`src/design/ipmc_pkg.sv`:
```
// Package of constants and types for the interrupt and power mode controller.
package ipmc_pkg;
  localparam int NSRC = 10;
  localparam logic [7:0] REG_ENABLE = 8'h00;
  localparam logic [7:0] REG_PRIO_LO = 8'h04;
  localparam logic [7:0] REG_PRIO_HI = 8'h08;
  localparam logic [7:0] REG_POWER_CTRL = 8'h0C;
  localparam logic [7:0] REG_STATUS = 8'h10;
  localparam logic [7:0] REG_AUX_INT_ENABLE = 8'hE8;
  localparam int BO_ENABLE_BIT = 3;
  localparam int IDLE_BIT = 0;
  localparam int PDOWN_BIT = 1;
  localparam int BO_FILTER_CLKS = 4;
  localparam int CLK_PERIOD_NS = 10;
  localparam int WAKE_HOLD_CLKS = 1024;
  localparam logic [15:0] VEC_RESET = 16'h0000;
  localparam logic [15:0] VEC_EXT0 = 16'h0003;
  localparam logic [15:0] VEC_BO = 16'h004B;
  localparam logic [15:0] VEC_T0 = 16'h000B;
  localparam logic [15:0] VEC_EXT1 = 16'h0013;
  localparam logic [15:0] VEC_T1 = 16'h001B;
  localparam logic [15:0] VEC_CA = 16'h0033;
  localparam logic [15:0] VEC_EXT2 = 16'h003B;
  localparam logic [15:0] VEC_EXT3 = 16'h0043;
  localparam logic [15:0] VEC_SER = 16'h0023;
  localparam logic [15:0] VEC_T2 = 16'h002B;
  localparam logic [1:0] RESP_OKAY = 2'h0;
  localparam logic [1:0] RESP_SLVERR = 2'h2;

  typedef enum logic [1:0] {
    IPMC_RUN = 2'h0,
    IPMC_IDLE = 2'h1,
    IPMC_PDOWN = 2'h2
  } ipmc_mode_e;

  typedef struct packed {
    logic [15:0] vector;
    logic take;
  } ipmc_req_s;
endpackage : ipmc_pkg

```
`src/design/ipmc_top.sv`:
```
// Interrupt controller with brown-out path and idle and power-down modes.
// Contract
// - Filtered low supply raises brown-out event; enabled interrupt keeps running.
// - Brown-out without its interrupt enabled resets the core.
// - Low supply must persist four clocks before the detector acts.
// - Aux enable bit 3 at E8H routes brown-out to vector 004BH.
// - Clearing brown-out enable while condition active resets the core.
// - Disabled brown-out restarts execution at 0000H.
// - Four priority levels, per-source enable and two priority bits.
// - External interrupt 0 polled first, vector 0003H, wakes power-down.
// - External interrupt 1 polled fourth, vector 0013H, wakes power-down.
// - Timer 1 polled fifth, vector 001BH.
// - Counter array sixth 0033H; external 2 and 3 at 003BH, 0043H.
// - Serial shares 0023H polled ninth; timer 2 last at 002BH.
// - Idle request bit 0 halts the program counter only.
// - Idle holds address latch and program store strobes high.
// - Interrupt in idle clears idle request; return resumes after it.
// - Power-down bit 1 stops clock; only level external interrupts live.
// - Power-down drives both strobes low.
// - Power-down left by enabled level interrupt or reset, clearing request.
// - Wake pin held low 1024 clocks; service starts when pin rises.
// - Hardware reset in idle or power-down restarts like power-on.
//
// Our own choice: the AXI4-Lite interface to the registers.
`timescale 1ns/1ps
module ipmc_top
  import ipmc_pkg::*;
(
  input wire logic aclk,
  input wire logic aresetn,
  input wire logic [31:0] s_axi_awaddr,
  input wire logic s_axi_awvalid,
  output logic s_axi_awready,
  input wire logic [31:0] s_axi_wdata,
  input wire logic [3:0] s_axi_wstrb,
  input wire logic s_axi_wvalid,
  output logic s_axi_wready,
  output logic [1:0] s_axi_bresp,
  output logic s_axi_bvalid,
  input wire logic s_axi_bready,
  input wire logic [31:0] s_axi_araddr,
  input wire logic s_axi_arvalid,
  output logic s_axi_arready,
  output logic [31:0] s_axi_rdata,
  output logic [1:0] s_axi_rresp,
  output logic s_axi_rvalid,
  input wire logic s_axi_rready,
  input wire logic brownout_low,
  input wire logic ext_int0_n,
  input wire logic ext_int1_n,
  input wire logic [1:0] ext_int_level_mode,
  input wire logic [NSRC-1:0] src_flags,
  input wire logic [15:0] core_pc,
  input wire logic core_reti,
  output logic [15:0] core_vector,
  output logic core_vector_take,
  output logic core_reset,
  output logic core_pc_halt,
  output logic core_clock_stop,
  output logic addr_latch_strobe,
  output logic program_store_strobe_n,
  output logic [15:0] core_return_addr
);
  typedef struct packed {
    logic awdone;
    logic wdone;
    logic awready;
    logic wready;
    logic [7:0] waddr;
    logic [31:0] wdata;
    logic bvalid;
    logic [1:0] bresp;
    logic arready;
    logic rvalid;
    logic [31:0] rdata;
    logic [1:0] rresp;
    logic [7:0] aux_int_enable_reg;
    logic [NSRC-1:0] enables;
    logic [2*NSRC-1:0] prio;
    logic [1:0] power_control_reg;
    ipmc_mode_e mode;
    logic [10:0] wake_cnt;
    logic [1:0] wake_pend;
    logic [2:0] level_stack;
    logic [4*2-1:0] saved_lvl;
    logic [2*16-1:0] saved_pc;
    logic [1:0] depth;
    logic [15:0] vector;
    logic take;
    logic reset_pulse;
    logic bo_seen;
    logic halt;
    logic stop;
    logic ale;
    logic pss_n;
    logic [15:0] ret_addr;
  } ipmc_state_s;

  ipmc_state_s r;
  ipmc_state_s next_r;
  logic bo_level;
  logic int0_low;
  logic int1_low;
  logic [NSRC-1:0] pending;
  logic found;
  logic [3:0] win_index;
  logic [1:0] win_level;
  logic [15:0] vec_table [NSRC];
  logic [NSRC-1:0] raw;
  logic in_service;
  logic [1:0] cur_level;
  logic grant;

  ipmc_sync #(.STABLE(BO_FILTER_CLKS)) u_bo_sync (
    .aclk(aclk),
    .aresetn(aresetn),
    .pin(brownout_low),
    .level(bo_level)
  );

  ipmc_sync #(.STABLE(1)) u_int0_sync (
    .aclk(aclk),
    .aresetn(aresetn),
    .pin(~ext_int0_n),
    .level(int0_low)
  );

  ipmc_sync #(.STABLE(1)) u_int1_sync (
    .aclk(aclk),
    .aresetn(aresetn),
    .pin(~ext_int1_n),
    .level(int1_low)
  );

  // Polling order: ext0, brown-out, t0, ext1, t1, array, ext2, ext3, serial, t2.
  assign vec_table[0] = VEC_EXT0;
  assign vec_table[1] = VEC_BO;
  assign vec_table[2] = VEC_T0;
  assign vec_table[3] = VEC_EXT1;
  assign vec_table[4] = VEC_T1;
  assign vec_table[5] = VEC_CA;
  assign vec_table[6] = VEC_EXT2;
  assign vec_table[7] = VEC_EXT3;
  assign vec_table[8] = VEC_SER;
  assign vec_table[9] = VEC_T2;

  always_comb begin
    raw = src_flags;
    raw[0] = src_flags[0] | int0_low | r.wake_pend[0];
    raw[1] = bo_level & r.aux_int_enable_reg[BO_ENABLE_BIT];
    raw[3] = src_flags[3] | int1_low | r.wake_pend[1];
  end

  assign in_service = r.depth != 2'h0;
  assign cur_level = r.saved_lvl[1:0];
  assign pending = raw & r.enables;
  // A request wins when nothing is served or it outranks the running level.
  assign grant = found && (!in_service || win_level > cur_level);

  ipmc_arbiter u_arb (
    .pending(pending),
    .prio(r.prio),
    .found(found),
    .index(win_index),
    .level(win_level)
  );

  always_comb begin
    logic [31:0] rd;
    logic wr;
    logic [1:0] wake;
    rd = 32'h0;
    wr = 1'b0;
    wake = 2'h0;
    next_r = r;
    next_r.take = 1'b0;
    next_r.reset_pulse = 1'b0;
    next_r.bvalid = r.bvalid & ~s_axi_bready;
    next_r.rvalid = r.rvalid & ~s_axi_rready;
    next_r.arready = 1'b0;
    if (s_axi_awvalid && !r.awdone) begin
      next_r.awdone = 1'b1;
      next_r.waddr = s_axi_awaddr[7:0];
    end
    if (s_axi_wvalid && !r.wdone) begin
      next_r.wdone = 1'b1;
      next_r.wdata = s_axi_wdata;
    end
    wr = r.awdone && r.wdone && !r.bvalid;
    if (wr) begin
      next_r.awdone = 1'b0;
      next_r.wdone = 1'b0;
      next_r.bvalid = 1'b1;
      next_r.bresp = RESP_OKAY;
      case (r.waddr)
        REG_ENABLE: next_r.enables = r.wdata[NSRC-1:0];
        REG_PRIO_LO: next_r.prio[15:0] = r.wdata[15:0];
        REG_PRIO_HI: next_r.prio[19:16] = r.wdata[3:0];
        REG_POWER_CTRL: next_r.power_control_reg = r.wdata[1:0];
        REG_AUX_INT_ENABLE: next_r.aux_int_enable_reg = r.wdata[7:0];
        REG_STATUS: next_r.bresp = RESP_OKAY;
        default: next_r.bresp = RESP_SLVERR;
      endcase
    end
    if (s_axi_arvalid && !r.arready && !r.rvalid) begin
      next_r.arready = 1'b1;
      next_r.rvalid = 1'b1;
      next_r.rresp = RESP_OKAY;
      case (s_axi_araddr[7:0])
        REG_ENABLE: rd = 32'(r.enables);
        REG_PRIO_LO: rd = {16'h0, r.prio[15:0]};
        REG_PRIO_HI: rd = {28'h0, r.prio[19:16]};
        REG_POWER_CTRL: rd = {30'h0, r.power_control_reg};
        REG_AUX_INT_ENABLE: rd = {24'h0, r.aux_int_enable_reg};
        REG_STATUS: rd = {16'h0, r.ret_addr[7:0], 1'b0, bo_level,
                          r.depth, r.level_stack[0], r.mode, 1'b0};
        default: next_r.rresp = RESP_SLVERR;
      endcase
      next_r.rdata = rd;
    end
    // The brown-out enable bit always mirrors the auxiliary enable bit.
    next_r.enables[1] = next_r.aux_int_enable_reg[BO_ENABLE_BIT];
    // Brown-out without its enable resets and restarts at address zero.
    if (bo_level && !next_r.aux_int_enable_reg[BO_ENABLE_BIT]) begin
      if (!r.bo_seen) begin
        next_r.reset_pulse = 1'b1;
        next_r.vector = VEC_RESET;
        next_r.depth = 2'h0;
        next_r.mode = IPMC_RUN;
        next_r.power_control_reg = 2'h0;
        next_r.wake_cnt = 11'h0;
        next_r.wake_pend = 2'h0;
        next_r.level_stack = 3'h0;
        next_r.saved_lvl = 8'h0;
        next_r.saved_pc = 32'h0;
      end
      next_r.bo_seen = 1'b1;
    end else if (!bo_level) begin
      next_r.bo_seen = 1'b0;
    end
    case (r.mode)
      IPMC_RUN: begin
        if (next_r.power_control_reg[PDOWN_BIT]) begin
          next_r.mode = IPMC_PDOWN;
          next_r.wake_cnt = 11'h0;
        end else if (next_r.power_control_reg[IDLE_BIT]) begin
          next_r.mode = IPMC_IDLE;
        end
      end
      IPMC_IDLE: begin
        if (grant) begin
          next_r.power_control_reg[IDLE_BIT] = 1'b0;
          next_r.mode = IPMC_RUN;
        end
      end
      IPMC_PDOWN: begin
        // Only enabled level-mode external pins count the wake hold.
        wake[0] = int0_low && r.enables[0] && ext_int_level_mode[0];
        wake[1] = int1_low && r.enables[3] && ext_int_level_mode[1];
        // The waking pin is latched so its vector is served after it rises.
        if (wake != 2'h0) begin
          next_r.wake_pend = r.wake_pend | wake;
          if (r.wake_cnt < 11'(WAKE_HOLD_CLKS)) begin
            next_r.wake_cnt = r.wake_cnt + 11'h1;
          end
        end else if (r.wake_cnt >= 11'(WAKE_HOLD_CLKS)) begin
          next_r.power_control_reg[PDOWN_BIT] = 1'b0;
          next_r.mode = IPMC_RUN;
        end else begin
          next_r.wake_cnt = 11'h0;
          next_r.wake_pend = 2'h0;
        end
      end
      default: next_r.mode = IPMC_RUN;
    endcase
    // Dispatch to the core, blocked while the clock is stopped.
    // A return in the same cycle goes first so the depth stays exact.
    if (r.mode != IPMC_PDOWN && next_r.mode != IPMC_PDOWN && !r.take &&
        grant && r.depth != 2'h2 && !next_r.reset_pulse &&
        !core_reti) begin
      next_r.take = 1'b1;
      next_r.vector = vec_table[win_index];
      next_r.saved_pc = {r.saved_pc[15:0], core_pc};
      next_r.saved_lvl = {r.saved_lvl[5:0], win_level};
      next_r.depth = r.depth + 2'h1;
      next_r.ret_addr = core_pc;
      next_r.level_stack = {r.level_stack[1:0], 1'b1};
      // Serving a woken pin retires its latched request.
      if (win_index == 4'h0) begin
        next_r.wake_pend[0] = 1'b0;
      end
      if (win_index == 4'h3) begin
        next_r.wake_pend[1] = 1'b0;
      end
    end else if (core_reti && in_service && !next_r.reset_pulse) begin
      // Return pops the stored address and the served level, restoring the level it interrupted.
      next_r.ret_addr = r.saved_pc[15:0];
      next_r.saved_pc = {16'h0, r.saved_pc[31:16]};
      next_r.saved_lvl = {2'h0, r.saved_lvl[7:2]};
      next_r.depth = r.depth - 2'h1;
      next_r.level_stack = {1'b0, r.level_stack[2:1]};
    end
    next_r.halt = next_r.mode != IPMC_RUN;
    next_r.stop = next_r.mode == IPMC_PDOWN;
    next_r.ale = next_r.mode != IPMC_PDOWN;
    next_r.pss_n = next_r.mode != IPMC_PDOWN;
    next_r.awready = !next_r.awdone;
    next_r.wready = !next_r.wdone;
  end

  always_ff @(posedge aclk) begin
    if (!aresetn) begin
      r <= '0;
      // Reset leaves both ready signals and both strobes high.
      r.awready <= 1'b1;
      r.wready <= 1'b1;
      r.ale <= 1'b1;
      r.pss_n <= 1'b1;
    end else begin
      r <= next_r;
    end
  end

  assign s_axi_awready = r.awready;
  assign s_axi_wready = r.wready;
  assign s_axi_bvalid = r.bvalid;
  assign s_axi_bresp = r.bresp;
  assign s_axi_arready = r.arready;
  assign s_axi_rvalid = r.rvalid;
  assign s_axi_rdata = r.rdata;
  assign s_axi_rresp = r.rresp;
  assign core_vector = r.vector;
  assign core_vector_take = r.take;
  assign core_reset = r.reset_pulse;
  assign core_pc_halt = r.halt;
  assign core_clock_stop = r.stop;
  assign addr_latch_strobe = r.ale;
  assign program_store_strobe_n = r.pss_n;
  assign core_return_addr = r.ret_addr;
endmodule : ipmc_top

```
`src/design/ipmc_sync.sv`:
```
// Three-stage pin synchroniser with a filter that needs a stable run.
`timescale 1ns/1ps
module ipmc_sync
  import ipmc_pkg::*;
#(
  parameter int STABLE = 1
) (
  input wire logic aclk,
  input wire logic aresetn,
  input wire logic pin,
  output logic level
);
  typedef struct packed {
    logic [2:0] sync;
    logic [3:0] cnt;
    logic level;
  } ipmc_sync_s;
  ipmc_sync_s r;
  ipmc_sync_s next_r;

  always_comb begin
    next_r = r;
    next_r.sync = {r.sync[1:0], pin};
    if (r.sync[2] == r.sync[1] && r.sync[2] != r.level) begin
      if (r.cnt >= 4'(STABLE - 1)) begin
        next_r.level = r.sync[2];
        next_r.cnt = 4'h0;
      end else begin
        next_r.cnt = r.cnt + 4'h1;
      end
    end else begin
      next_r.cnt = 4'h0;
    end
  end

  always_ff @(posedge aclk) begin
    if (!aresetn) begin
      r <= '0;
    end else begin
      r <= next_r;
    end
  end

  assign level = r.level;
endmodule : ipmc_sync

```
`src/design/ipmc_arbiter.sv`:
```
// Four-level priority arbiter with fixed polling order inside a level.
`timescale 1ns/1ps
module ipmc_arbiter
  import ipmc_pkg::*;
(
  input wire logic [NSRC-1:0] pending,
  input wire logic [2*NSRC-1:0] prio,
  output logic found,
  output logic [3:0] index,
  output logic [1:0] level
);
  always_comb begin
    found = 1'b0;
    index = 4'h0;
    level = 2'h0;
    for (int i = 0; i < NSRC; i++) begin
      if (pending[i] && (!found || prio[2*i +: 2] > level)) begin
        found = 1'b1;
        index = 4'(i);
        level = prio[2*i +: 2];
      end
    end
  end
endmodule : ipmc_arbiter

```
`config.mk`:
```
export PLATFORM = sky130hd
export DESIGN_NAME = ipmc_top
export DESIGN_NICKNAME = d
export VERILOG_FILES = /design/src/design/ipmc_pkg.sv /design/src/design/ipmc_top.sv /design/src/design/ipmc_sync.sv /design/src/design/ipmc_arbiter.sv
export SDC_FILE = /design/constraint.sdc
export NUM_CORES = 1
export LEC_CHECK = 0
export BUFFER_PORTS_ARGS = -buffer_cell sky130_fd_sc_hd__buf_2
export CAP_MARGIN = 20
export CELL_PAD_IN_SITES_DETAIL_PLACEMENT = 1
export CELL_PAD_IN_SITES_GLOBAL_PLACEMENT = 1
export CORE_MARGIN = 3
export CORE_UTILIZATION = 25
export CTS_BUF_LIST = sky130_fd_sc_hd__clkbuf_8
export DETAILED_ROUTE_END_ITERATION = 7
export PLACE_DENSITY_LB_ADDON = 0.1
export SYNTH_ARGS = -nofsm -noshare
export SYNTH_HDL_FRONTEND = slang
export SYNTH_SLANG_ARGS = --single-unit
export TNS_END_PERCENT = 20
```
`constraint.sdc`:
```
create_clock -name aclk -period 21 [get_ports aclk]
set_clock_uncertainty 0.1 [all_clocks]
set_input_delay 4.2 -clock aclk [delete_from_list [all_inputs] [get_ports aclk]]
set_output_delay 4.2 -clock aclk [all_outputs]
set_load 0.05 [all_outputs]
```
# Word-level counts from Yosys, hierarchy flattened

Memories as Yosys holds them, arrays and structs flattened.
Cells that the tools add are included.

Add/subtract/negate cells: 6
Magnitude comparators: 16
Equal/unequal tests: 26
Multiplexer cells: 75
Bitwise gates (word level): 18
Reductions and logical operators: 87

Operators with widths:

| kind                                                             | count |
|---|---|
| 78-bit two-way mux                                               | 2 |
| 16-bit case mux with 6 select lines                              | 1 |
| 45-bit two-way mux                                               | 2 |
| 16-bit two-way mux                                               | 5 |
| 36-bit two-way mux                                               | 2 |
| 2-bit two-way mux                                                | 22 |
| 8-bit by 4-bit == test with 1-bit output (second input constant) | 4 |
| 1-bit logical AND                                                | 32 |
| 13-bit two-way mux                                               | 2 |
| 1-bit two-way mux                                                | 23 |
| 11-bit two-way mux                                               | 2 |
| 11-bit case mux with 2 select lines                              | 1 |
| 1-bit logical NOT                                                | 21 |
| 2-bit greater-than comparator                                    | 10 |
| 3-bit two-way mux                                                | 6 |
| 2-bit AND reduction                                              | 9 |
| 17-bit two-way mux                                               | 1 |
| 8-bit by 3-bit == test with 1-bit output (second input constant) | 2 |
| 8-bit by 5-bit == test with 1-bit output (second input constant) | 2 |
| 8-bit == test (second input constant)                            | 2 |
| 8-bit logical NOT                                                | 2 |
| 4-bit two-way mux                                                | 4 |
| 4-bit by 1-bit adder with 4-bit output (second input constant)   | 3 |
| 6-bit OR reduction                                               | 2 |
| other kinds (30)                                                 | 66 |

Bits in registers: 228
Memory bits (read-only): 256
Input bits: 139
Output and inout bits: 79
Memories kept: 1

Memories:

| memory           | depth | bits a word | read ports | clocked after Yosys merged registers in | wr ports | line            | source |
|---|---|---|---|---|---|---|---|
| (name not given) | 16    | 16          | 1          | 0                                       | 0        | ipmc_top.sv:282 | `next_r.vector = vec_table[win_index];` |

# Logic depth before layout (Yosys ltp)

Gate-level depths: netlist (run 1).

Depth in word-level cells: 54
Mapped depth: 65
Depth with buffers taken out: 65

# By module

Synthesis (run 1) repeated with hierarchy kept, for this count alone.

Cells, all modules: 1139
Area, all modules: 9585.4 um^2

By module, submodules not included:

| module                      | times used | cells each | area each (um^2) |
|---|---|---|---|
| ipmc_top                    | 1          | 965        | 8142.8 |
| ipmc_arbiter                | 1          | 130        | 932.1 |
| ipmc_sync (u_bo_sync)       | 1          | 24         | 277.8 |
| ipmc_sync (u_int0_sync ...) | 2          | 10         | 116.4 |

# Worst setup path before layout (run 1)

No wires, ideal clock.

Path kind: in2reg
From: input src_flags[0]
To: register r (netlist bit cur_level[1])
Arrival: 16.754 ns
Data required time: 20.772 ns
Slack: 4.018 ns
Cell stages on the path: 64
Path buffers: 1
Cells stage by stage: o31a_1 nand2_1 ha_1 nor2b_1 o21ai_0 o211a_1 nor2_1 ha_1 nor2b_1 a2bb2oi_1 o21ba_2 a221oi_1 a21oi_1 ha_1 nand2_1 o21ai_0 a21oi_1 nor4_1 (+28 left out) a21o_1 o21ai_1 mux2i_1 ha_1 nor2b_1 o21ai_0 a21o_1 nand2_1 o221a_2 ha_1 nand2_1 o21ai_0 a32o_1 nor4_4 nor3_2 clkbuf_1 a222oi_1 nor2_1

Cells in the longest elaborated chain, start to end: 54
Elaborated cells on any way between the ends: 75
Those cells by class: order compare: 10; eq/ne: 2; mux: 23; bitwise: 3; reduce/logical: 37

RTL lines:

| element                                                                                                        | line               | source |
|---|---|---|
| from (decl)                                                                                                    | ipmc_top.sv:52     | `input wire logic [NSRC-1:0] src_flags,` |
| 1-bit OR (*) (2 in a row)                                                                                      | ipmc_top.sv:149    | `raw[0] = src_flags[0] \| int0_low \| r.wake_pend[0];` |
| 10-bit bitwise AND (*)                                                                                         | ipmc_top.sv:156    | `assign pending = raw & r.enables;` |
| 2-bit two-way mux / 1-bit two-way mux (equally long branches)                                                  | ipmc_arbiter.sv:17 | `if (pending[i] && (!found \|\| prio[2*i +: 2] > level)) begin` |
| 2-bit greater-than comparator / 1-bit logical NOT (equally long branches)                                      | ipmc_arbiter.sv:17 |  |
| 1-bit logical OR                                                                                               | ipmc_arbiter.sv:17 |  |
| 1-bit logical AND                                                                                              | ipmc_arbiter.sv:17 |  |
| 2-bit two-way mux / 1-bit two-way mux (equally long branches)                                                  | ipmc_arbiter.sv:17 |  |
| 2-bit greater-than comparator / 1-bit logical NOT (equally long branches)                                      | ipmc_arbiter.sv:17 |  |
| (+33 left out)                                                                                                 | --                 |  |
| 1-bit logical AND                                                                                              | ipmc_top.sv:158    | `assign grant = found && (!in_service \|\| win_level > cur_level);` |
| 3-bit two-way mux                                                                                              | ipmc_top.sv:251    | `if (grant) begin` |
| 2-bit case mux with 3 select lines                                                                             | ipmc_top.sv:241    | `case (r.mode)` |
| 2-bit inequality test                                                                                          | ipmc_top.sv:278    | `if (r.mode != IPMC_PDOWN && next_r.mode != IPMC_PDOWN && !r.take &&` |
| 1-bit logical AND (3 in a row)                                                                                 | ipmc_top.sv:278    |  |
| 1-bit logical AND (3 in a row)                                                                                 | ipmc_top.sv:279    | `grant && r.depth != 2'h2 && !next_r.reset_pulse &&` |
| 3-bit by 1-bit inequality test with 1-bit output (no source line) / 3-bit nonzero test (equally long branches) | --                 |  |
| 2-bit AND reduction (no source line)                                                                           | --                 |  |
| to (signal assigned)                                                                                           | ipmc_top.sv:320    | `r <= next_r;` |
| to (decl)                                                                                                      | ipmc_top.sv:99     | `ipmc_state_s r;` |

Mark *: on every way between the ends. The rest lies on a longest branch, timed or not.
A chain may end at the register's enable or synchronous reset.

# Worst setup path after layout (run 1)

From: input src_flags[0]
To: register r (netlist bit core_vector[5])

Cells in the longest elaborated chain, start to end: 54
Elaborated cells on any way between the ends: 88
Those cells by class: order compare: 10; eq/ne: 2; mux: 34; bitwise: 4; reduce/logical: 37; memory: 1

RTL lines:

| element                                                                                                        | line |
|---|---|
| 1-bit OR (*) (2 in a row)                                                                                      | ipmc_top.sv:149 |
| 10-bit bitwise AND (*)                                                                                         | ipmc_top.sv:156 |
| 2-bit two-way mux / 1-bit two-way mux (equally long branches)                                                  | ipmc_arbiter.sv:17 |
| 2-bit greater-than comparator / 1-bit logical NOT (equally long branches)                                      | ipmc_arbiter.sv:17 |
| 1-bit logical OR                                                                                               | ipmc_arbiter.sv:17 |
| 1-bit logical AND                                                                                              | ipmc_arbiter.sv:17 |
| 2-bit two-way mux / 1-bit two-way mux (equally long branches)                                                  | ipmc_arbiter.sv:17 |
| 2-bit greater-than comparator / 1-bit logical NOT (equally long branches)                                      | ipmc_arbiter.sv:17 |
| (+33 left out)                                                                                                 | -- |
| 1-bit logical AND                                                                                              | ipmc_top.sv:158 |
| 3-bit two-way mux                                                                                              | ipmc_top.sv:251 |
| 2-bit case mux with 3 select lines                                                                             | ipmc_top.sv:241 |
| 2-bit inequality test                                                                                          | ipmc_top.sv:278 |
| 1-bit logical AND (3 in a row)                                                                                 | ipmc_top.sv:278 |
| 1-bit logical AND (3 in a row)                                                                                 | ipmc_top.sv:279 |
| 2-bit by 1-bit inequality test with 1-bit output (no source line) / 2-bit nonzero test (equally long branches) | -- |
| 2-bit AND reduction (no source line)                                                                           | -- |

Mark *: on every way between the ends. The rest lies on a longest branch, timed or not. The select of a mux whose other input is x is not followed.

==> impl_results.md, run 1 <==
- Leading area contributor after synthesis: dfxtp_1
- Delay of the slowest critical-path stage: 0.69 ns
- Top-count cell post-synth: dfxtp_1
- Skew-Pair Late Insertion Delay: 0.50 ns
- Final antenna-violating net count: 0
- Mean cell area of the mapped netlist: 8.52 µm²
- Classification of the worst setup path: in -> reg
- Area share of the leading cell type in the synthesized netlist: 42.7%
- Count of distinct cell types in the synthesized netlist: 68
- Post-cts gate resize count: 0
- Area growth syn-to-layout: 12.0%
- Min Clock Period, post-route: 19.11 ns
- Vias/cell: 4.87
- Sort of element at the end of the critical path: register
- Library cell contributing the largest single delay on the critical path: inv_1
- TritonCTS buffer count: 17
- Overall Global Routing Usage: 15.6%
- Core Footprint: 34900 µm²
- Post-CTS Setup Inserts: 0
- Area of placed instances: 9660 µm²
- Wire length of the first global-routing pass: 46400 µm
- PD cells: 69.1 nW/µm²
- Worst-Margin Slew: 1.10 ns
- Netlist area before placement: 8950 µm²
- Number of remaining DRC errors: 0
- Post-Place Cells: 1548
- Share of layout cells above drive strength 1: 17.0%
- Number of I/O pins: 218
- Outcome: completed
- Tightest Hold Check Type: reg -> reg
- Number of synthesized register bits: 191
- Share of the cycle needed by the critical path after routing: 91.0%
- Grt ovf: 0
- Post-synthesis async set-or-reset flop share: 0%
- Crit path buf inv count: 5
- Endpoint arrival time on the critical path: 19.45 ns
- TritonRoute pass-1 iters: 7
- CTS Hold Bufs: 0
- Max-cap violation count: 0
- Routed len/inst: 19.0 µm
- Largest fanout of any net on the critical path: 22
- Top cells by area, synth: dfxtp_1 (43%), a21oi_1 (5.8%), buf_4 (5.8%)
- Cell leakage power: 4.04 nW
- Max clock buf depth: 2
- Maximum number of pins on one net before global-route repair: 81
- Non-filler cells in the finished layout: 1580
- Buffers on Ports: 120
- Placer congestion estimate: 0.759
- Number of filler instances in the final layout: 4171
- Yosys warnings: 0
- Top delay family on crit path: compound AO/OA/AOI/OAI gates
- Tightest slew margin relative to the limit: 27.0%
- Number of enable flip-flop cells after synthesis: 0
- Pins over their slew limit: 0
- Count of endpoints failing hold in the final timing report: 0
- Post-layout net count: 1277
- Die span in y: 195 µm
- Kind of start point of the critical path: input port
- Leading cell types by count after synthesis: dfxtp_1 (191), nand2_1 (136), nor2_1 (116), a21oi_1 (104), buf_4 (69)
- Finished Core Util: 28.7%
- Final setup fails: 0
- Level count of the clock H-tree: 4
- Required arrival time at the worst endpoint: 21.34 ns
- Sum of routed wire length over all layers: 30000 µm
- CTS Root Buffer Type: clkbuf_8
- Antenna diode count: 0
- Synth Instances: 1051
- Setup repair after global routing missed its margin: no
- Layout Cell Area excl Fill: 10000 µm²
- Clock sink count: 191
- DRC violation total after the first TritonRoute iteration: 495
- Most common cell on crit path: ha_1
- Starting Density: 25.7%
- Number of antenna violations at the first check in global routing: 0
- DIE WIDTH: 195 µm
- Vias in the first global route: 7658
- Fmax achieved: 52.3 MHz
- Detailed placer's ending HPWL: 21300 µm
- Reg clk slew, reported paths: 0.11 ns
- TritonCTS clock tree: built
- Total die area: 38100 µm²
- Pwr Total: 0.000693 W
- Main synth FF type: dfxtp_1
- Number of standard-cell rows in the floorplan: 68
- Maximum ir drop on the vdd rail: 0.0456 mV
- Register area share after synthesis: 42.7%
- Setup TNS: 0 ns
- Count of vias placed by the detailed router: 7696
-- cell type report --
type / instances / area (µm²) / share of cell area (%)
multi-input cells: 742 / 4480 / 44.6
flip-flops and latches: 191 / 3820 / 38.1
repair buffers: 131 / 683 / 6.81
inverters: 29 / 111 / 1.11
clock inverters: 15 / 130 / 1.30
clock buffers: 17 / 234 / 2.33
well taps: 455 / 569 / 5.68
-- layout by cell type (no fill, tap or decap), drive strengths merged, types with 18 or more instances in the layout --
| master | Yosys | final |
|---|---|---|
| a22o | 23 | 23 |
| a222oi | 26 | 26 |
| nor2 | 117 | 117 |
| a22oi | 24 | 24 |
| nor3 | 18 | 18 |
| buf | 74 | 131 |
| dfxtp | 191 | 191 |
| mux2i | 35 | 35 |
| ha | 26 | 26 |
| o21ai | 39 | 39 |
| nand3 | 20 | 20 |
| nand2 | 136 | 136 |
| conb | 1 | 30 |
| inv | 29 | 36 |
| a21oi | 104 | 104 |
-- flip-flops by register name (all words and copies together) (netlist names), 2 cells and up --
signal and flops:
core_return_addr 16, core_vector 5, cur_level 2, r 124, s_axi_rdata 16, u_bo_sync.next_r 2
u_bo_sync.r 5, u_int0_sync.next_r 2, u_int1_sync.next_r 2
-- report_power, final --
group / internal (W) / leakage (nW) / switching [W]
clock network: 0.0000862 / 0.187 / 0.000154
registers: 0.000371 / 1.55 / 0.00000777
logic: 0.0000187 / 2.31 / 0.0000560
total: 0.000475 / 4.04 / 0.000218
-- layer usage --
layer	up-vias	global-route usage, %	share of wire [%]
met2	162	24.9	46
met5	-	0	0
li1	3764	-	-
met3	13	3.36	4.1
met4	0	3.41	1.2
met1	3757	21.8	49
-- kinds of logic after synthesis --
logic type,after synthesis,share of synthesized area (%)
multiplexers,40,4.67
adder cells (fa/ha/maj),26,3.63
other,1,0.0419
flip-flops,191,42.7
AND/OR/NAND/NOR,375,19.5
AO/OA/AOI/OAI,271,20.3
buffers and inverters,147,9.11
-- worst paths after layout --
check | startpoint | end | slack [ns] | depth (start not counted)
setup / recovery | src_flags[0] | core_vector[5]$_SDFFE_PN0P_ | 1.89 | 66
hold / removal | u_bo_sync.r[1]$_SDFF_PP0_ | u_bo_sync.r[1]$_SDFF_PP0_ | 0.34 | 1
setup reg to reg | r[121]$_SDFFE_PN0P_ | core_vector[5]$_SDFFE_PN0P_ | 5.28 | 65
hold reg to reg | u_bo_sync.r[1]$_SDFF_PP0_ | u_bo_sync.r[1]$_SDFF_PP0_ | 0.34 | 1
-- worst register-to-register path: cells and delay by family, from the launching register on --
family          cells  cell delay, ns
fa+ha+maj          10            2.77
simple gates       19            2.70
buf+inv             4            1.28
flops               1            0.43
mux                 4            1.51
compound gates     28            6.89
-- metrics by stage --
| step | hold WS [ns] | setup WS [ns] |
|---|---|---|
| final | 0.337 | 1.89 |
| after detailed placement | 0.313 | 1.26 |
| after global placement | 0.313 | 1.16 |
| after CTS | 0.333 | 1.72 |
| after floorplan | 0.299 | 4.02 |
| after global routing | 0.365 | 0.425 |
No activity file was read; power rests on OpenSTA's default activity.
==> run 2: changes to the inputs <==
--- a/config.mk
+++ b/config.mk
@@ -12,9 +12,11 @@
 export CORE_MARGIN = 3
 export CORE_UTILIZATION = 25
 export CTS_BUF_LIST = sky130_fd_sc_hd__clkbuf_8
+export CTS_CLUSTER_DIAMETER = 60
 export DETAILED_ROUTE_END_ITERATION = 7
 export PLACE_DENSITY_LB_ADDON = 0.1
 export SYNTH_ARGS = -nofsm -noshare
 export SYNTH_HDL_FRONTEND = slang
+export SYNTH_HIERARCHICAL = 1
 export SYNTH_SLANG_ARGS = --single-unit
 export TNS_END_PERCENT = 20
==> impl_results.md, run 2 <==
- Reg-to-reg endpoint: core_vector[3]$_SDFFE_PN0P_
- Post-layout net count: 1350 (+5.7%)
- Area growth syn-to-layout: 11.4%
- Flip-flop count of the largest register after layout: 124 (unchanged)
- PD cells: 69.9 nW/µm² (+1.1%)
- DRC violation total after the first TritonRoute iteration: 382 (-23%)
- Register area share after synthesis: 39.9% (-2.8 points)
- Area share of the leading cell type in the synthesized netlist: 39.9% (-2.8 points)
- Most common cell on crit path: ha_1
- Main synth FF type: dfxtp_1
- Share of layout cells above drive strength 1: 16.6% (-0.35 points)
- Wire length of the first global-routing pass: 49300 µm (+6.2%)
- Overall Global Routing Usage: 15.3% (-0.28 points)
- Leading cell types by count after synthesis: dfxtp_1 (191), nand2_1 (150), a21oi_1 (100), nor2_1 (89), buf_4 (70)
- Leading area contributor after synthesis: dfxtp_1
- Top library cells by usage in the layout, fill and taps aside: dfxtp_1 (191), nand2_1 (149), buf_2 (120)
- Total die area: 40700 µm² (+6.8%)
- Worst-Margin Slew: 1.14 ns (+0.0469 ns)
- Sum of routed wire length over all layers: 31200 µm (+4.0%)
- Maximum number of pins on one net before global-route repair: 83 (+2.5%)
- Skew-Pair Late Insertion Delay: 0.50 ns (about the same)
- Startpoint of the worst-slack reg-to-reg timing path: r[121]$_SDFFE_PN0P_
- Count of vias placed by the detailed router: 8161 (+6.0%)
- Final setup fails: 0 (unchanged)
- CTS Root Buffer Type: clkbuf_8
- Synth Instances: 1139 (+8.4%)
- Largest fanout of any net on the critical path: 30 (+36%)
- CTS Hold Bufs: 0 (unchanged)
- Max-cap violation count: 0 (unchanged)
- Number of remaining DRC errors: 0 (unchanged)
- Fmax achieved: 56.4 MHz (+7.8%)
- Cell leakage power: 4.27 nW (+5.8%)
- Tightest Hold Check Type: reg -> reg
- TritonCTS buffer count: 17 (unchanged)
- Core Footprint: 37800 µm² (+8.2%)
- Max clock buf depth: 2 (unchanged)
- Level count of the clock H-tree: 4 (unchanged)
- Area of placed instances: 10200 µm² (+5.9%)
- Most common cell after layout, fill and taps aside: dfxtp_1
- Layout Cell Area excl Fill: 10700 µm² (+6.5%)
- DIE WIDTH: 202 µm (+3.4%)
- Antenna diode count: 0 (unchanged)
- Worst hold slack: 0.331 ns (-0.00654 ns)
- Top cells by area, synth: dfxtp_1 (40%), nand2_1 (5.9%), buf_4 (5.5%)
- Classification of the worst setup path: in -> reg
- Number of standard-cell rows in the floorplan: 71 (+4.4%)
- TritonCTS clock tree: built
- Vias/cell: 4.78 (-1.9%)
- Endpoint arrival time on the critical path: 18.05 ns (-1.40 ns)
- Share of the cycle needed by the critical path after routing: 84.5% (-6.5 points)
- Setup repair after global routing missed its margin: no
- Count of distinct cell types in the synthesized netlist: 83 (+22%)
- Min Clock Period, post-route: 17.73 ns (-1.38 ns)
- Non-filler cells in the finished layout: 1708 (+8.1%)
- Delay of the slowest critical-path stage: 0.68 ns (about the same)
- Buffers on Ports: 120 (unchanged)
- Required arrival time at the worst endpoint: 21.31 ns (-0.03 ns)
- Outcome: completed
- Most flop-heavy register: r
- TritonRoute pass-1 iters: 4 (-3)
- Netlist area before placement: 9590 µm² (+7.1%)
- Starting Density: 25.4% (-0.27 points)
- Mean cell area of the mapped netlist: 8.42 µm² (-1.2%)
- Sort of element at the end of the critical path: register
- Routed len/inst: 18.3 µm (-3.8%)
- Library cell contributing the largest single delay on the critical path: or4_1
- Final antenna-violating net count: 0 (unchanged)
- R2R cell count: 63 (-3.1%)
- Count of endpoints failing hold in the final timing report: 0 (unchanged)
- DP Worst Slack: 2.72 ns (+1.46 ns)
- Detailed placer's ending HPWL: 22100 µm (+3.7%)
- Post-cts gate resize count: 0 (unchanged)
- Reg clk slew, reported paths: 0.11 ns (about the same)
- Post-synthesis async set-or-reset flop share: 0% (unchanged)
- Number of filler instances in the final layout: 4488 (+7.6%)
- Tightest slew margin relative to the limit: 23.7% (-3.3 points)
- Post-CTS Setup Inserts: 0 (unchanged)
- Maximum ir drop on the vdd rail: 0.0367 mV (-19%)
- Number of synthesized register bits: 191 (unchanged)
- Setup TNS: 0 ns (unchanged)
- Endpoint of the most critical setup path: core_vector[3]$_SDFFE_PN0P_
- Least setup slack across all paths after layout: 3.27 ns (+1.38 ns)
- Number of I/O pins: 218 (unchanged)
- Setup slack of the worst register-to-register path: 6.63 ns (+1.35 ns)
- Vias in the first global route: 8545 (+12%)
- Grt ovf: 0 (unchanged)
- Post-Place Cells: 1675 (+8.2%)
- Number of enable flip-flop cells after synthesis: 0 (unchanged)
- Clock sink count: 191 (unchanged)
- Placer congestion estimate: 0.729 (-4.0%)
- Yosys warnings: 6 (+6)
- Number of antenna violations at the first check in global routing: 1 (+1)
- Top-count cell post-synth: dfxtp_1
- Kind of start point of the critical path: input port
- Die span in y: 202 µm (+3.4%)
- Pins over their slew limit: 0 (unchanged)
- Launch point of the worst path: src_flags[0]
-- run 2: cell types whose count changed after synthesis, sizes merged, moves of 13 or more --
cell,previous run,this run
or3,5,18
nand3,20,33
nor2,117,89
buf,74,87
nand2,136,151
inv,29,42
and3,10,37
o21ai,39,26
a222oi,26,6
a211o,0,17
a2bb2oi,1,15
a22o,23,6
-- run 2: metrics by stage --
step / util, % / total power, W
final: 28.3 / 0.000746
after global routing: 28.3 / 0.000785
after CTS: 28.3 / 0.000763
after detailed placement: 27.1 / 0.000475
after global placement: 27.1 / 0.000474
after floorplan: - / 0.000450
-- run 2: power breakdown --
group | internal, W | switching, W
Clock | 0.000133 | 0.000148
Sequential | 0.000371 | 0.00000946
Combinational | 0.0000236 | 0.0000608
Total | 0.000528 | 0.000218
-- run 2: worst min-delay path by stage --
stage | end | slack [ns] | startpoint | cells after the start
final | u_bo_sync/r[1]$_SDFF_PP0_ | 0.33 | u_bo_sync/r[1]$_SDFF_PP0_ | 1
after global routing | u_bo_sync/r[1]$_SDFF_PP0_ | 0.37 | u_bo_sync/r[1]$_SDFF_PP0_ | 1
after CTS | u_bo_sync/r[1]$_SDFF_PP0_ | 0.33 | u_bo_sync/r[1]$_SDFF_PP0_ | 1
after detailed placement | u_bo_sync/r[1]$_SDFF_PP0_ | 0.32 | u_bo_sync/r[1]$_SDFF_PP0_ | 1
after global placement | u_bo_sync/r[1]$_SDFF_PP0_ | 0.32 | u_bo_sync/r[1]$_SDFF_PP0_ | 1
after floorplan | u_bo_sync/r[1]$_SDFF_PP0_ | 0.30 | u_bo_sync/r[1]$_SDFF_PP0_ | 1
-- run 2: area by class of cell --
cell class	count	area, µm²	share of cell area, %
repair buffers	129	668	6.26
clock buffers	18	248	2.32
clock inverters	14	190	1.78
inverters	42	158	1.48
well taps	511	639	5.99
flip-flops and latches	191	3820	35.8
multi-input cells	803	4950	46.4
-- run 2: per-layer routing --
layer | wire (µm) | up-vias | global-route usage [%]
li1 | - | 4018 | -
met1 | 15200 | 4020 | 20.1
met2 | 14700 | 104 | 25.8
met3 | 827 | 17 | 2.87
met4 | 461 | 2 | 4.36
met5 | 10 | - | 0
-- run 2: logic make-up after synthesis --
family	share of synthesized area [%]
AO/OA/AOI/OAI	20.5
multiplexers	4.16
flip-flops	39.9
adder cells (fa/ha/maj)	3.52
other	0.0783
AND/OR/NAND/NOR	21.8
buffers and inverters	9.85
XOR/XNOR	0.183
-- run 2: worst max-delay path: cells and delay by family --
| kind | cells | cell delay, ns |
|---|---|---|
| and+or+nand+nor | 18 | 2.85 |
| AOI/OAI and AO/OA | 25 | 6.00 |
| muxes | 4 | 1.47 |
| buffers and inverters | 7 | 1.01 |
| adders and majority gates | 10 | 2.49 |
==> run 3: changes to the inputs <==
==> constraint.sdc (replaced) <==
create_clock -name aclk -period 17.1 [get_ports aclk]
set_clock_uncertainty 0.1 [all_clocks]
set_input_delay 3.42 -clock aclk [delete_from_list [all_inputs] [get_ports aclk]]
set_output_delay 3.42 -clock aclk [all_outputs]
set_load 0.05 [all_outputs]
==> impl_results.md, run 3 (synthesis gave the netlist of run 2 again) <==
- Number of standard-cell rows in the floorplan: 71 (unchanged)
- Post-CTS Setup Inserts: 0 (unchanged)
- Top library cells by usage in the layout, fill and taps aside: dfxtp_1 (191), nand2_1 (149), buf_2 (120)
- Skew-Pair Late Insertion Delay: 0.50 ns (about the same)
- DRC violation total after the first TritonRoute iteration: 373 (-2.4%)
- Final antenna-violating net count: 0 (unchanged)
- Antenna diode count: 0 (unchanged)
- Largest fanout of any net on the critical path: 16 (-47%)
- Crit path buf inv count: 6 (-1)
- Pwr Total: 0.000926 W (+24%)
- Max clock buf depth: 2 (unchanged)
- Number of I/O pins: 218 (unchanged)
- TritonCTS buffer count: 17 (unchanged)
- Sort of element at the end of the critical path: register
- Worst Hold Depth: 1 (unchanged)
- Endpoint arrival time on the critical path: 16.27 ns (-1.78 ns)
- Most common cell after layout, fill and taps aside: dfxtp_1
- Combined flip-flop and latch cell area: 3820 µm² (unchanged)
- Finished Core Util: 28.5% (+0.25 points)
- Number of filler instances in the final layout: 4496 (+0.18%)
- Number of antenna violations at the first check in global routing: 0 (-1)
- Multi-input gate area in the final layout: 4970 µm² (+0.28%)
- Share of layout cells above drive strength 1: 17.5% (+0.91 points)
- Starting Density: 25.4% (unchanged)
- Wire length of the first global-routing pass: 49100 µm (-0.28%)
- TritonCTS clock tree: built
- Most flop-heavy register: r
- Count of endpoints failing hold in the final timing report: 0 (unchanged)
- Total die area: 40700 µm² (unchanged)
- Reg clk slew, reported paths: 0.10 ns (about the same)
- Setup repair after global routing missed its margin: no
- Maximum number of pins on one net before global-route repair: 91 (+9.6%)
- Top delay family on crit path: compound AO/OA/AOI/OAI gates
- Vias/cell: 4.76 (-0.39%)
- Non-filler cells in the finished layout: 1714 (+0.35%)
- Die span in y: 202 µm (unchanged)
- Core Footprint: 37800 µm² (unchanged)
- Outcome: completed
- Area growth syn-to-layout: 12.4%
- Delay of the slowest critical-path stage: 0.68 ns (about the same)
- Routed len/inst: 18.2 µm (-0.37%)
- Max-cap violation count: 0 (unchanged)
- Min Clock Period, post-route: 15.98 ns
- Buffers on Ports: 120 (unchanged)
- Vias in the first global route: 8275 (-3.2%)
- Setup TNS: 0 ns (unchanged)
- Maximum ir drop on the vdd rail: 0.0443 mV (+21%)
- Most common cell on crit path: ha_1
- Classification of the worst setup path: in -> reg
- Post-Place Cells: 1681 (+0.36%)
- R2R cell count: 62 (-1.6%)
- Required arrival time at the worst endpoint: 17.39 ns (-3.92 ns)
- Count of vias placed by the detailed router: 8158 (-0.037%)
- Grt ovf: 0 (unchanged)
- Placer congestion estimate: 0.722 (-0.99%)
- Final setup fails: 0 (unchanged)
- Sum of routed wire length over all layers: 31200 µm (about the same)
- DIE WIDTH: 202 µm (unchanged)
- Number of remaining DRC errors: 0 (unchanged)
- Tightest slew margin relative to the limit: 28.4% (+4.7 points)
- CTS Hold Bufs: 0 (unchanged)
- Kind of start point of the critical path: input port
- Worst-Margin Slew: 1.07 ns (-0.0689 ns)
- Level count of the clock H-tree: 4 (unchanged)
- Clock sink count: 191 (unchanged)
- Pins over their slew limit: 0 (unchanged)
- Post-layout net count: 1356 (+0.44%)
- PD cells: 86.0 nW/µm² (+23%)
- Tightest Hold Check Type: reg -> reg
- Overall Global Routing Usage: 15.3% (-0.065 points)
- Cell leakage power: 4.31 nW (+0.90%)
- Fmax achieved: 62.6 MHz
- Detailed placer's ending HPWL: 22000 µm (-0.27%)
- Flip-flop count of the largest register after layout: 124 (unchanged)
- CTS Root Buffer Type: clkbuf_8
- Share of the cycle needed by the critical path after routing: 93.5%
- TritonRoute pass-1 iters: 5 (+1)
- Cell depth of the worst setup path: 63 (-1.6%)
- Library cell contributing the largest single delay on the critical path: or4_1
## run 3: final cells by class
cell class	instances	share of cell area (%)
multi-input cells	803	46.1
well taps	511	5.93
repair buffers	135	6.79
clock inverters	12	1.66
inverters	42	1.46
clock buffers	20	2.55
flip-flops and latches	191	35.5
## run 3: report_power, final
group,switching [W],internal [W],total (W)
clock,0.000181,0.000173,0.000353
sequential,0.0000119,0.000455,0.000467
combinational,0.0000750,0.0000304,0.000105
## run 3: what timing repair did
item                                    in CTS  in global routing
resized for setup                            0                  6
endpoints found under the setup margin       0                 67
hold endpoints to repair                     0                  0
## run 3: per-layer routing
metal  global-route usage, %  vias up  part of all wire (%)
met5                       0        -                     0
met3                    2.32       19                   2.5
met2                    25.4       98                    47
li1                        -     4041                     -
met1                    20.9     4000                    49
met4                    3.79        0                   1.2
## run 3: metrics by stage
stage / hold WS [ns] / instance area [µm²] / worst slack (ns)
after floorplan: 0.299 / 9690 / 2.02
after global placement: 0.320 / 10300 / 0.171
after detailed placement: 0.320 / 10300 / 0.122
after CTS: 0.339 / 10700 / 0.613
after global routing: 0.350 / 10800 / 0.0662
final: 0.330 / 10800 / 1.12
## run 3: worst reg2reg max path: cells and delay by family (launching register included)
family	cells	cell delay (ns)
AND/OR/NAND/NOR	15	2.63
flip-flops	1	0.42
AO/OA/AOI/OAI	28	5.69
multiplexers	4	1.44
adder cells (fa/ha/maj)	10	2.45
buffers and inverters	5	0.48
## run 3: final timing paths
kind	endpoint	start	slack, ns
setup / recovery	core_return_addr[1]$_SDFFE_PN0P_	src_flags[0]	1.12
hold / removal	u_bo_sync/r[1]$_SDFF_PP0_	u_bo_sync/r[1]$_SDFF_PP0_	0.33
setup reg to reg	core_return_addr[1]$_SDFFE_PN0P_	r[121]$_SDFFE_PN0P_	3.74
hold reg to reg	u_bo_sync/r[1]$_SDFF_PP0_	u_bo_sync/r[1]$_SDFF_PP0_	0.33
